--- src/inc/icel_defs.vh ---
`ifndef ICEL_DEFS_VH
`define ICEL_DEFS_VH
`define ICEL_NCH 4
`define ICEL_CHW 2
`define ICEL_STAT_BASE 8'h00
`define ICEL_CTL_BASE 8'h10
`define ICEL_ADDR_W 8
`define ICEL_CODE_NONE 4'h0
`define ICEL_CODE_EXTRA 4'h3
`define ICEL_CODE_AUTH 4'h4
`define ICEL_CODE_PFLT 4'h5
`define ICEL_CODE_BUS 4'h6
`define ICEL_CODE_SYS 4'h7
`define ICEL_MAP_PFLT 2'h1
`define ICEL_STAT_CODE_LSB 0
`define ICEL_STAT_CODE_MSB 3
`define ICEL_STAT_ERR_BIT 4
`define ICEL_STAT_EN_BIT 5
`define ICEL_CTL_EN_BIT 0
`define ICEL_CTL_PD_BIT 1
`define ICEL_CTL_REC_BIT 2
`endif

--- src/design/icel_sync.v ---
`timescale 1ns/1ps
// three-stage synchroniser; change taken once stages two and three agree
module icel_sync #(
    parameter W = 1
) (
    input wire clk,
    input wire resetn,
    input wire [W-1:0] d,
    output reg [W-1:0] q
);
    reg [W-1:0] s1_r;
    reg [W-1:0] s2_r;
    reg [W-1:0] s3_r;
    always @(posedge clk or negedge resetn) begin
        if (!resetn) begin
            s1_r <= {W{1'b0}};
            s2_r <= {W{1'b0}};
            s3_r <= {W{1'b0}};
            q <= {W{1'b0}};
        end else begin
            s1_r <= d;
            s2_r <= s1_r;
            s3_r <= s2_r;
            q <= (s2_r & s3_r) | (q & (s2_r | s3_r));
        end
    end
endmodule

--- src/design/icel_classify.v ---
`timescale 1ns/1ps
`include "icel_defs.vh"
// combinational error classifier for one request
module icel_classify (
    input wire is_master,
    input wire prev_dis,
    input wire bus2bus,
    input wire recov_sys,
    input wire wr_ro,
    input wire pg_fault,
    input wire data_par,
    input wire addr_par,
    input wire no_sfbk,
    input wire no_entry,
    input wire sys_err,
    input wire chck_in,
    output reg [3:0] code,
    output reg hit,
    output reg chck_only
);
    reg quiet;
    always @* begin
        code = `ICEL_CODE_NONE;
        hit = 1'b0;
        chck_only = 1'b0;
        // pd set on master bus-to-bus: address parity and feedback errors suppressed from the log
        quiet = prev_dis & bus2bus;
        if (is_master) begin
            if (wr_ro) begin
                code = `ICEL_CODE_AUTH; // see RULE_06
                hit = 1'b1;
            end else if (pg_fault) begin
                code = `ICEL_CODE_PFLT; // see RULE_07
                hit = 1'b1;
            end else if (data_par && !bus2bus) begin
                code = `ICEL_CODE_BUS; // see RULE_09
                hit = 1'b1;
            end else if (addr_par) begin
                if (quiet) begin
                    chck_only = 1'b1; // see RULE_20
                end else if (!prev_dis || !bus2bus) begin
                    code = `ICEL_CODE_BUS; // see RULE_10
                    hit = 1'b1;
                end
            end else if (no_sfbk && !quiet) begin
                code = `ICEL_CODE_BUS; // see RULE_11
                hit = 1'b1;
            end else if (no_entry || (sys_err && recov_sys)) begin
                code = `ICEL_CODE_SYS; // see RULE_12 RULE_13 RULE_04
                hit = 1'b1;
            end
        end else begin
            if (chck_in) begin
                code = `ICEL_CODE_BUS; // see RULE_15
                hit = 1'b1;
            end else if (data_par) begin
                code = `ICEL_CODE_BUS; // see RULE_16
                hit = 1'b1;
            end else if (no_sfbk && bus2bus) begin
                code = `ICEL_CODE_BUS; // see RULE_17
                hit = 1'b1;
            end else if (no_entry || (sys_err && recov_sys)) begin
                code = `ICEL_CODE_SYS; // see RULE_18 RULE_19 RULE_05
                hit = 1'b1;
            end
        end
    end
endmodule

--- src/design/icel_top.v ---
// Chosen here: the register offsets and the address-and-strobe port.
`timescale 1ns/1ps
`include "icel_defs.vh"
// Notes on behaviour
// (RULE_01) slave error: class code to status bits 0-3, then terminal count
// (RULE_02) adapter stops DMA and interrupts after the error tc pulse
// (RULE_03) further slave requests get dummy cycles, each with terminal count
// (RULE_04) reload, system address and data errors handled as recoverable
// (RULE_05) recoverable system errors on slave pulse terminal count, log code
// (RULE_06) master write to read-only page logs code 0100
// (RULE_07) master access to page with mapping bits 01 logs 0101
// (RULE_08) master using page faults interrupts after channel check
// (RULE_09) master device-to-memory data parity logs 0110, never bus-to-bus
// (RULE_10) address parity logs 0110 unless prevent bit set on bus-to-bus
// (RULE_11) missing card feedback logs 0110 unless prevent bit on bus-to-bus
// (RULE_12) master access with no translation entry logs 0111
// (RULE_13) master system ECC, bad page number, entry fetch error log 0111
// (RULE_14) request on disabled slave channel logs 0011
// (RULE_15) slave channel check, or async check at start, logs 0110
// (RULE_16) slave data bus parity while reading logs 0110
// (RULE_17) slave missing card feedback logs 0110, second bus-to-bus cycle
// (RULE_18) slave control register 4 entry number without entry logs 0111
// (RULE_19) slave system ECC, bad page, entry fetch error log 0111
// (RULE_20) prevent bit on bus-to-bus: pulse check, no log, no disable; code pulses check for address parity only, not for missing feedback
// (RULE_21) status code holds until software stores to the status register
// (RULE_22) after logging, channel disabled and first code kept until clear
module icel_top #(
    parameter NCH = `ICEL_NCH,
    parameter CHW = `ICEL_CHW
) (
    input wire CLK_SYS,
    input wire RESETN,
    input wire [`ICEL_ADDR_W-1:0] REG_ADDR,
    input wire [31:0] REG_WDATA,
    input wire REG_WR,
    input wire REG_RD,
    output reg [31:0] REG_RDATA,
    input wire REQ_VALID,
    input wire [CHW-1:0] REQ_CH,
    input wire REQ_MASTER,
    input wire REQ_BUS2BUS,
    input wire REQ_SECOND,
    input wire ERR_WR_RO,
    input wire [1:0] ERR_MAP_BITS,
    input wire ERR_DATA_PAR,
    input wire ERR_ADDR_PAR,
    input wire ERR_NO_SFBK,
    input wire ERR_NO_ENTRY,
    input wire ERR_SYS,
    input wire CHCK_IN,
    output reg REQ_DONE,
    output reg REQ_DUMMY,
    output reg TERMINAL_COUNT_PULSE,
    output reg CHCK_PULSE
);
    // the async channel check line comes from the bus pins
    wire chck_sync;
    icel_sync #(.W(1)) u_sync (
        .clk(CLK_SYS),
        .resetn(RESETN),
        .d(CHCK_IN),
        .q(chck_sync)
    );

    reg [3:0] code_r [0:NCH-1];
    reg [NCH-1:0] err_r;
    reg [NCH-1:0] en_r;
    reg [NCH-1:0] pd_r;
    reg [NCH-1:0] rec_r;
    reg [31:0] rdata_nxt;

    wire [CHW-1:0] ch = REQ_CH;
    wire ch_en = en_r[ch];
    wire ch_err = err_r[ch];
    wire ch_pd = pd_r[ch];
    wire ch_rec = rec_r[ch];
    wire pg_fault = (ERR_MAP_BITS == `ICEL_MAP_PFLT);
    // feedback errors on slave only counted on the second bus-to-bus cycle
    wire sfbk_q = ERR_NO_SFBK & (REQ_MASTER | REQ_SECOND);

    wire [3:0] cls_code;
    wire cls_hit;
    wire cls_chck_only;
    icel_classify u_cls (
        .is_master(REQ_MASTER),
        .prev_dis(ch_pd),
        .bus2bus(REQ_BUS2BUS),
        .recov_sys(ch_rec),
        .wr_ro(ERR_WR_RO),
        .pg_fault(pg_fault),
        .data_par(ERR_DATA_PAR),
        .addr_par(ERR_ADDR_PAR),
        .no_sfbk(sfbk_q),
        .no_entry(ERR_NO_ENTRY),
        .sys_err(ERR_SYS),
        .chck_in(chck_sync),
        .code(cls_code),
        .hit(cls_hit),
        .chck_only(cls_chck_only)
    );

    // channel usable only if enabled and nothing logged
    wire ch_live = ch_en & ~ch_err; // see RULE_22
    wire log_now = REQ_VALID & ch_live & cls_hit;
    wire extra_now = REQ_VALID & ~REQ_MASTER & ~ch_live & ~ch_err;
    wire dead_now = REQ_VALID & ~ch_live;

    wire wr_stat = REG_WR &&
        (REG_ADDR[`ICEL_ADDR_W-1:4] == `ICEL_STAT_BASE >> 4);
    wire wr_ctl = REG_WR &&
        (REG_ADDR[`ICEL_ADDR_W-1:4] == `ICEL_CTL_BASE >> 4);
    wire [CHW-1:0] reg_ch = REG_ADDR[CHW+1:2];

    genvar gi;
    generate
        for (gi = 0; gi < NCH; gi = gi + 1) begin : g_ch
            wire sel = (ch == gi);
            wire rsel = (reg_ch == gi);
            always @(posedge CLK_SYS or negedge RESETN) begin
                if (!RESETN) begin
                    code_r[gi] <= `ICEL_CODE_NONE;
                    err_r[gi] <= 1'b0;
                    en_r[gi] <= 1'b0;
                    pd_r[gi] <= 1'b0;
                    rec_r[gi] <= 1'b1;
                end else begin
                    if (wr_ctl && rsel) begin
                        en_r[gi] <= REG_WDATA[`ICEL_CTL_EN_BIT];
                        pd_r[gi] <= REG_WDATA[`ICEL_CTL_PD_BIT];
                        rec_r[gi] <= REG_WDATA[`ICEL_CTL_REC_BIT];
                    end
                    // store clears; a same-cycle log wins over it
                    if (wr_stat && rsel) begin
                        code_r[gi] <= `ICEL_CODE_NONE; // see RULE_21
                        err_r[gi] <= 1'b0;
                    end
                    if (sel && log_now) begin
                        code_r[gi] <= cls_code; // see RULE_01
                        err_r[gi] <= 1'b1; // see RULE_22
                    end else if (sel && extra_now) begin
                        code_r[gi] <= `ICEL_CODE_EXTRA; // see RULE_14
                        err_r[gi] <= 1'b1;
                    end
                end
            end
        end
    endgenerate

    always @* begin
        rdata_nxt = 32'h0000_0000;
        if (REG_ADDR[`ICEL_ADDR_W-1:4] == `ICEL_STAT_BASE >> 4) begin
            rdata_nxt[`ICEL_STAT_CODE_MSB:`ICEL_STAT_CODE_LSB] =
                code_r[reg_ch];
            rdata_nxt[`ICEL_STAT_ERR_BIT] = err_r[reg_ch];
            rdata_nxt[`ICEL_STAT_EN_BIT] = en_r[reg_ch];
        end else if (REG_ADDR[`ICEL_ADDR_W-1:4] == `ICEL_CTL_BASE >> 4) begin
            rdata_nxt[`ICEL_CTL_EN_BIT] = en_r[reg_ch];
            rdata_nxt[`ICEL_CTL_PD_BIT] = pd_r[reg_ch];
            rdata_nxt[`ICEL_CTL_REC_BIT] = rec_r[reg_ch];
        end
    end

    // code is written on the request edge, and the pulses are registered on that same edge
    always @(posedge CLK_SYS or negedge RESETN) begin
        if (!RESETN) begin
            REG_RDATA <= 32'h0000_0000;
            REQ_DONE <= 1'b0;
            REQ_DUMMY <= 1'b0;
            TERMINAL_COUNT_PULSE <= 1'b0;
            CHCK_PULSE <= 1'b0;
        end else begin
            REG_RDATA <= REG_RD ? rdata_nxt : 32'h0000_0000;
            REQ_DONE <= REQ_VALID;
            REQ_DUMMY <= dead_now & ~REQ_MASTER; // see RULE_03
            TERMINAL_COUNT_PULSE <= REQ_VALID & ~REQ_MASTER &
                (log_now | dead_now); // see RULE_01 RULE_03 RULE_05
            CHCK_PULSE <= REQ_VALID & REQ_MASTER &
                (log_now | dead_now | (ch_live & cls_chck_only)); // see RULE_20
        end
    end
endmodule

--- config.mk ---
export PLATFORM = sky130hd
export DESIGN_NAME = icel_top
export DESIGN_NICKNAME = d
export VERILOG_FILES = /design/src/design/icel_sync.v /design/src/design/icel_classify.v /design/src/design/icel_top.v
export VERILOG_INCLUDE_DIRS = /design/src /design/src/inc
export SDC_FILE = /design/constraint.sdc
export NUM_CORES = 1
export LEC_CHECK = 0
export BUFFER_PORTS_ARGS = -buffer_cell sky130_fd_sc_hd__buf_2
export CORE_MARGIN = 10
export CORE_UTILIZATION = 30
export CTS_CLUSTER_DIAMETER = 120
export DETAILED_ROUTE_END_ITERATION = 6
export PLACE_DENSITY = 0.54
export SKIP_LAST_GASP = 1
export SLEW_MARGIN = 20
export SYNTH_ARGS = -nofsm -noshare
export SYNTH_HDL_FRONTEND = slang
export SYNTH_SLANG_ARGS = --single-unit
--- constraint.sdc ---
create_clock -name CLK_SYS -period 3.2 [get_ports CLK_SYS]
set_clock_uncertainty 0.1 [all_clocks]
set_input_delay 0.32 -clock CLK_SYS [delete_from_list [all_inputs] [get_ports CLK_SYS]]
set_output_delay 0.32 -clock CLK_SYS [all_outputs]
set_load 0.01 [all_outputs]
==> results of run 1 <==
[final timing paths]
check / start / to / slack [ps] / cells after the start
worst max-delay path: err_r[3]$_DFFE_PN0P_ / code_r[0]$_DFFE_PN0P_ / 1100 / 5
worst min-delay path: CHCK_IN / u_sync.s1_r$_DFF_PN0_ / 30 / 1
worst max register to register: err_r[3]$_DFFE_PN0P_ / code_r[0]$_DFFE_PN0P_ / 1100 / 5
worst min register to register: u_sync.s1_r$_DFF_PN0_ / u_sync.s2_r$_DFF_PN0_ / 250 / 0
max in group asynchronous: RESETN / TERMINAL_COUNT_PULSE$_DFF_PN0_ / 2360 / 1
min in group asynchronous: RESETN / code_r[5]$_DFFE_PN0P_ / 60 / 1
[flip-flops by register name, indices dropped and copies added (netlist names)]
signal,cells
en_r,4
rec_r,4
u_sync.s1_r,1
u_sync.q,1
u_sync.s2_r,1
REG_RDATA,5
TERMINAL_COUNT_PULSE,1
pd_r,4
REQ_DONE,1
code_r,12
err_r,4
REQ_DUMMY,1
CHCK_PULSE,1
u_sync.s3_r,1
[cell families after synthesis]
| family | after synthesis |
|---|---|
| AND/OR/NAND/NOR | 69 |
| flip-flops | 41 |
| buffers and inverters | 36 |
| AO/OA/AOI/OAI | 29 |
| multiplexers | 27 |
| adder cells (fa/ha/maj) | 1 |
| other | 1 |
[layer usage]
layer  vias up  track usage, %  wire length, µm
met5         -               0                0
met4         0           2.611               57
met3         5           4.072              427
met2        51           14.49             2426
met1       773           10.44             2125
li1        745               -                -
[critical path: cells and delay by family (launching register included)]
kind,cells,cell delay [ps]
AO/OA/AOI/OAI,3,710
AND/OR/NAND/NOR,1,240
multiplexers,1,530
flip-flops,1,400
[where the power goes]
part / total (µW) / leakage, µW / internal [µW] / switching [µW]
clock: 490 / 0.0000681 / 310 / 180
combinational: 323 / 0.000627 / 169 / 155
sequential: 711 / 0.000499 / 640 / 71.0
total: 1520 / 0.00119 / 1120 / 406
[area by class of cell]
| class | count | area, µm² | share of cell area (%) |
|---|---|---|---|
| inverter | 4 | 15.01 | 0.5859 |
| multi-input combinational | 153 | 1079 | 42.09 |
| clock inverter | 3 | 65.06 | 2.539 |
| sequential | 41 | 1031 | 40.23 |
| clock buffer | 5 | 68.82 | 2.686 |
| timing repair buffer | 36 | 180.2 | 7.031 |
| tap | 99 | 123.9 | 4.834 |
[through the flow]
stage	instance area [µm²]	hold slack, ps	utilization (%)	total power (µW)	instances
2_1_floorplan	2351	-75.59	-	968.6	230
3_3_place_gp	2429	232.1	33.30	1042	333
3_5_place_dp	2429	237.2	33.30	1047	333
4_1_cts	2562	17.12	35.14	1544	341
5_1_grt	2562	12.83	35.14	1620	341
6_report	2562	26.50	35.14	1524	341
[Yosys cell counts (all sizes together) (4+ instances only)]
cell type  number  share of area (%)
dfrtp          37                 41
nand2          31                5.2
buf            30                9.7
mux2           14                7.0
nor2           12                2.0
mux4           10                 10
nor2b           7                1.9
a21oi           6                1.3
o21ai           6                1.3
a2bb2oi         5                1.9
a32o            4                1.8
dfstp           4                4.7
inv             4               0.67
==> impl_metrics.yaml, run 1 <==
floorplanning:
  io-pin-count: 95
  die_height_um: 106.7
  core_area_um2: 7292
  fp.dieW_um: 106.7
  die_area_um2: 11380
  row_count: 31
  initial_utilization_pct: 30.90
cts:
  cts_tree: "built"
  cts_root_buf: "clkbuf_8"
  cts_buffers: 5
  htreeDepth: 2
  cts_buffer_depth: 2
  path_clk_slew_ps: 80
  post_cts_buffers: 0
  hold_buffers: 0
  clock_latency_ps: 300
  ctsResizeCount: 0
  cts.sinks: 41
worst_setup_path:
  cp-start-kind: "flop"
  crit_arrival_ps: 2180
  cpPeakStageDelay_ps: 530
  crit_path_max_fanout: 4
  path_cells: "mux4_2 > nand3b_1 > a311oi_1 > o311ai_1 > a2bb2oi_1"
  slowest_stage: "mux4_2"
  critPathCaptureType: "flop"
  crit_type: "reg2reg"
  cp.required_ps: 3280
drt:
  via_per_inst: 4.616
  drc_errors: 0
  drt_iter0_markers: 135
  vias: 1574
  wl_per_cell_um: 14.77
  firstDrtPassIters: 5
  ant_nets: 0
  wl_um: 5037
synth:
  ys_warn_count: 0
  seq_area_frac_synth_pct: 45.75
  syn_area_um2: 2253
  synthArstFlopShare_pct: 100.0
  yosys.area_share.adder_pct: 0.4442
  synth-compound-area-share_pct: 9.606
  synth_seq_cells: 41
  synthFlopType: "dfrtp_1"
  avgSynthCellArea_um2: 11.05
  synth-xor-area-share_pct: 0
  synthMuxAreaShare_pct: 18.32
  yosys.area_share.simple_pct: 14.99
  synth-edff-count: 0
  synth_top_family_by_area: "multiplexers"
  syn_inst: 204
  ys_types: 39
grt:
  grt_pass1_vias: 1671
  overflow: 0
  grt_max_degree: 42
  grt_pass1_wl_um: 8335
  antenna_found_initial: 0
  grt_usage_pct: 8.954
timing:
  setup_viol: 0
  tightest_slew_ps: 922.8
  rsz0062_at_grt: "false"
  tns_ps: 0
  max_freq_mhz: 475.9
  finalCriticalPeriod_ps: 2101
  timing_hold_violations_final: 0
  finalCritPeriodShare_pct: 65.66
  max_slew_margin_pct: 38.48
  slew_violations: 0
  fin_ws_ps: 1099
cells_and_area:
  final_common_cell: "dfrtp_1"
  fin_nets: 300
  synthToLayoutAreaGrowth_pct: 13.71
  drive_above_1_share_pct: 30.99
  final_cell_mix: "dfrtp_1, buf_2, nand2_1"
  fillerInstances: 760
  antenna_cells: 0
flow_run:
  drv_cap: 0
place:
  pre_cts_slack_ps: 826.5
  place_congestion: 0.7685
  io_buffers: 36
  hpwl_um: 3975
status:
  status: "complete, no violations"
power_and_ir_drop:
  ir_worst_vdd_uv: 241.1
  p_leak_uw: 0.001194
  power_density_nw_per_um2: 594.8
min_path:
  hold_path_class: "in2reg"
(Power assumes the default switching activity.)
==> inputs of run 2 (changes only) <==
--- a/config.mk
+++ b/config.mk
@@ -11,7 +11,7 @@
 export CORE_UTILIZATION = 30
 export CTS_CLUSTER_DIAMETER = 120
 export DETAILED_ROUTE_END_ITERATION = 6
-export PLACE_DENSITY = 0.54
+export PLACE_DENSITY = 0.56
 export SKIP_LAST_GASP = 1
 export SLEW_MARGIN = 20
 export SYNTH_ARGS = -nofsm -noshare
==> constraint.sdc (replaced) <==
create_clock -name CLK_SYS -period 1.7 [get_ports CLK_SYS]
set_clock_uncertainty 0.1 [all_clocks]
set_input_delay 0.17 -clock CLK_SYS [delete_from_list [all_inputs] [get_ports CLK_SYS]]
set_output_delay 0.17 -clock CLK_SYS [all_outputs]
set_load 0.01 [all_outputs]
==> impl_metrics.yaml, run 2 (same netlist as run 1, synthesis figures left out) <==
cells_and_area:
  largest_reg_flops: 12
  drive_above_1_share_pct: 43.49
  final_cell_mix: "dfrtp_1, buf_2, nand2_1"
  synthToLayoutAreaGrowth_pct: 29.37
  top_regs: "code_r (12), REG_RDATA (5)"
  top_register: "code_r"
  antenna_cells: 0
  fin_nets: 327
  final_common_cell: "dfrtp_1"
place:
  pre_cts_slack_ps: -389.2
  hpwl_um: 4429
  io_buffers: 36
  place_congestion: 0.8535
timing:
  fin_ws_ps: -305.9
  slew_violations: 0
  timing_hold_violations_final: 0
  tightest_slew_ps: 520.3
  rsz0062_at_grt: "true"
  max_freq_mhz: 498.5
  max_slew_margin_pct: 65.31
  finalCriticalPeriod_ps: 2006
  setup_viol: 18
  tns_ps: -4709
  finalCritPeriodShare_pct: 118.0
floorplanning:
  die_height_um: 106.7
  fp.dieW_um: 106.7
  io-pin-count: 95
  row_count: 31
  core_area_um2: 7292
  die_area_um2: 11380
  initial_utilization_pct: 30.90
worst_setup_path:
  cpPeakStageDelay_ps: 400
  cp.required_ps: 1780
  regToRegStartpoint: "rec_r[3]$_DFFE_PN1P_"
  crit_type: "reg2reg"
  crit_path_max_fanout: 5
  path_common_cell: "o21ai_2"
  critPathCaptureType: "flop"
  r2r_end: "err_r[3]$_DFFE_PN0P_"
  path_cells: "mux2_4 > a221oi_4 > o21ai_2 > o21a_4 > o21ai_2 > nand2_1"
  cp-start-kind: "flop"
  rr_worst_depth: 6
  ff2ff_setup_slack_ps: -310
  slowest_stage: "a221oi_4"
  crit_arrival_ps: 2090
drt:
  wl_per_cell_um: 15.53
  ant_nets: 0
  firstDrtPassIters: 4
  via_per_inst: 4.625
  vias: 1702
  drt_iter0_markers: 99
  drc_errors: 0
  wl_um: 5715
grt:
  grt_pass1_vias: 1777
  grt_usage_pct: 10.02
  grt_pass1_wl_um: 9183
  grt_max_degree: 42
  antenna_found_initial: 0
  overflow: 0
flow_run:
  drv_cap: 0
power_and_ir_drop:
  p_leak_uw: 0.001336
  power_density_nw_per_um2: 1034
  ir_worst_vdd_uv: 409.6
min_path:
  hold_depth: 2
  hold_end: "pd_r[3]$_DFFE_PN0P_"
  hold_path_class: "in2reg"
  holdCritStartpoint: "REG_WDATA[1]"
cts:
  cts_buffer_depth: 2
  cts.sinks: 41
  path_clk_slew_ps: 80
  clock_latency_ps: 310
  htreeDepth: 2
  cts_buffers: 5
  cts_tree: "built"
  cts_root_buf: "clkbuf_8"
status:
  status: "finished with violations"
  violations: "setup timing"
run 2: cell types whose count changed in the layout (fill, tap and decap cells not counted), sizes merged:
| cell | previous run | this run |
|---|---|---|
| bufinv | 2 | 1 |
| buf | 36 | 60 |
| dlygate4sd3 | 0 | 3 |
| clkinvlp | 0 | 1 |
run 2: worst max-delay path by stage:
stage,slack [ps],endpoint,start,depth (start not counted)
final,-310,err_r[3]$_DFFE_PN0P_,rec_r[3]$_DFFE_PN1P_,6
after global routing,-380,err_r[3]$_DFFE_PN0P_,rec_r[1]$_DFFE_PN1P_,6
after CTS,-280,code_r[4]$_DFFE_PN0P_,err_r[0]$_DFFE_PN0P_,6
after detailed placement,-390,code_r[4]$_DFFE_PN0P_,REQ_CH[0],6
after global placement,-330,code_r[0]$_DFFE_PN0P_,REQ_CH[0],6
after floorplan,-150,code_r[0]$_DFFE_PN0P_,err_r[3]$_DFFE_PN0P_,5
run 2: critical path, delay by kind of cell (launching register included):
kind	cells	cell delay [ps]
AOI/OAI and AO/OA	4	1010
muxes	1	270
DFF	1	380
and+or+nand+nor	1	110
run 2: power breakdown:
group | internal [µW] | switching, µW | total [µW]
registers | 1200 | 125 | 1330
logic | 484 | 385 | 869
clock network | 439 | 377 | 816
total | 2130 | 887 | 3010
run 2: final cells by class:
class / instances / area [µm²]
well taps: 99 / 123.9
clock buffers: 5 / 68.82
multi-input cells: 153 / 1202
fillers: 743 / 4377
repair buffers: 63 / 427.9
clock inverters: 3 / 46.29
inverters: 4 / 15.01
flip-flops and latches: 41 / 1031
run 2: metrics by stage:
| stage | total power (µW) | area (µm²) | hold WS (ps) | std cells | utilization [%] |
|---|---|---|---|---|---|
| 2_1_floorplan | 1835 | 2372 | -225.6 | 230 | - |
| 6_report | 3014 | 2915 | 39.01 | 368 | 39.98 |
| 4_1_cts | 2995 | 2840 | 31.34 | 368 | 38.95 |
| 3_5_place_dp | 2142 | 2653 | 169.1 | 355 | 36.38 |
| 3_3_place_gp | 2134 | 2653 | 173.2 | 355 | 36.38 |
| 5_1_grt | 3176 | 2915 | 51.64 | 368 | 39.98 |
run 2: routing by layer:
| layer | vias up | GRT usage [%] | routed length [µm] |
|---|---|---|---|
| met4 | 0 | 4.836 | 134 |
| met2 | 75 | 15.14 | 2619 |
| met5 | - | 0 | 0 |
| met1 | 818 | 12.33 | 2485 |
| met3 | 12 | 3.713 | 475 |
| li1 | 797 | - | - |
run 2: timing repair:
item | in CTS | in global routing
hold endpoints to repair | 40 | 0
hold buffers | 3 | 0
pin swaps | 6 | 12
endpoints found under the setup margin | 18 | 18
buffers inserted | 2 | 0
resized for setup | 6 | 16
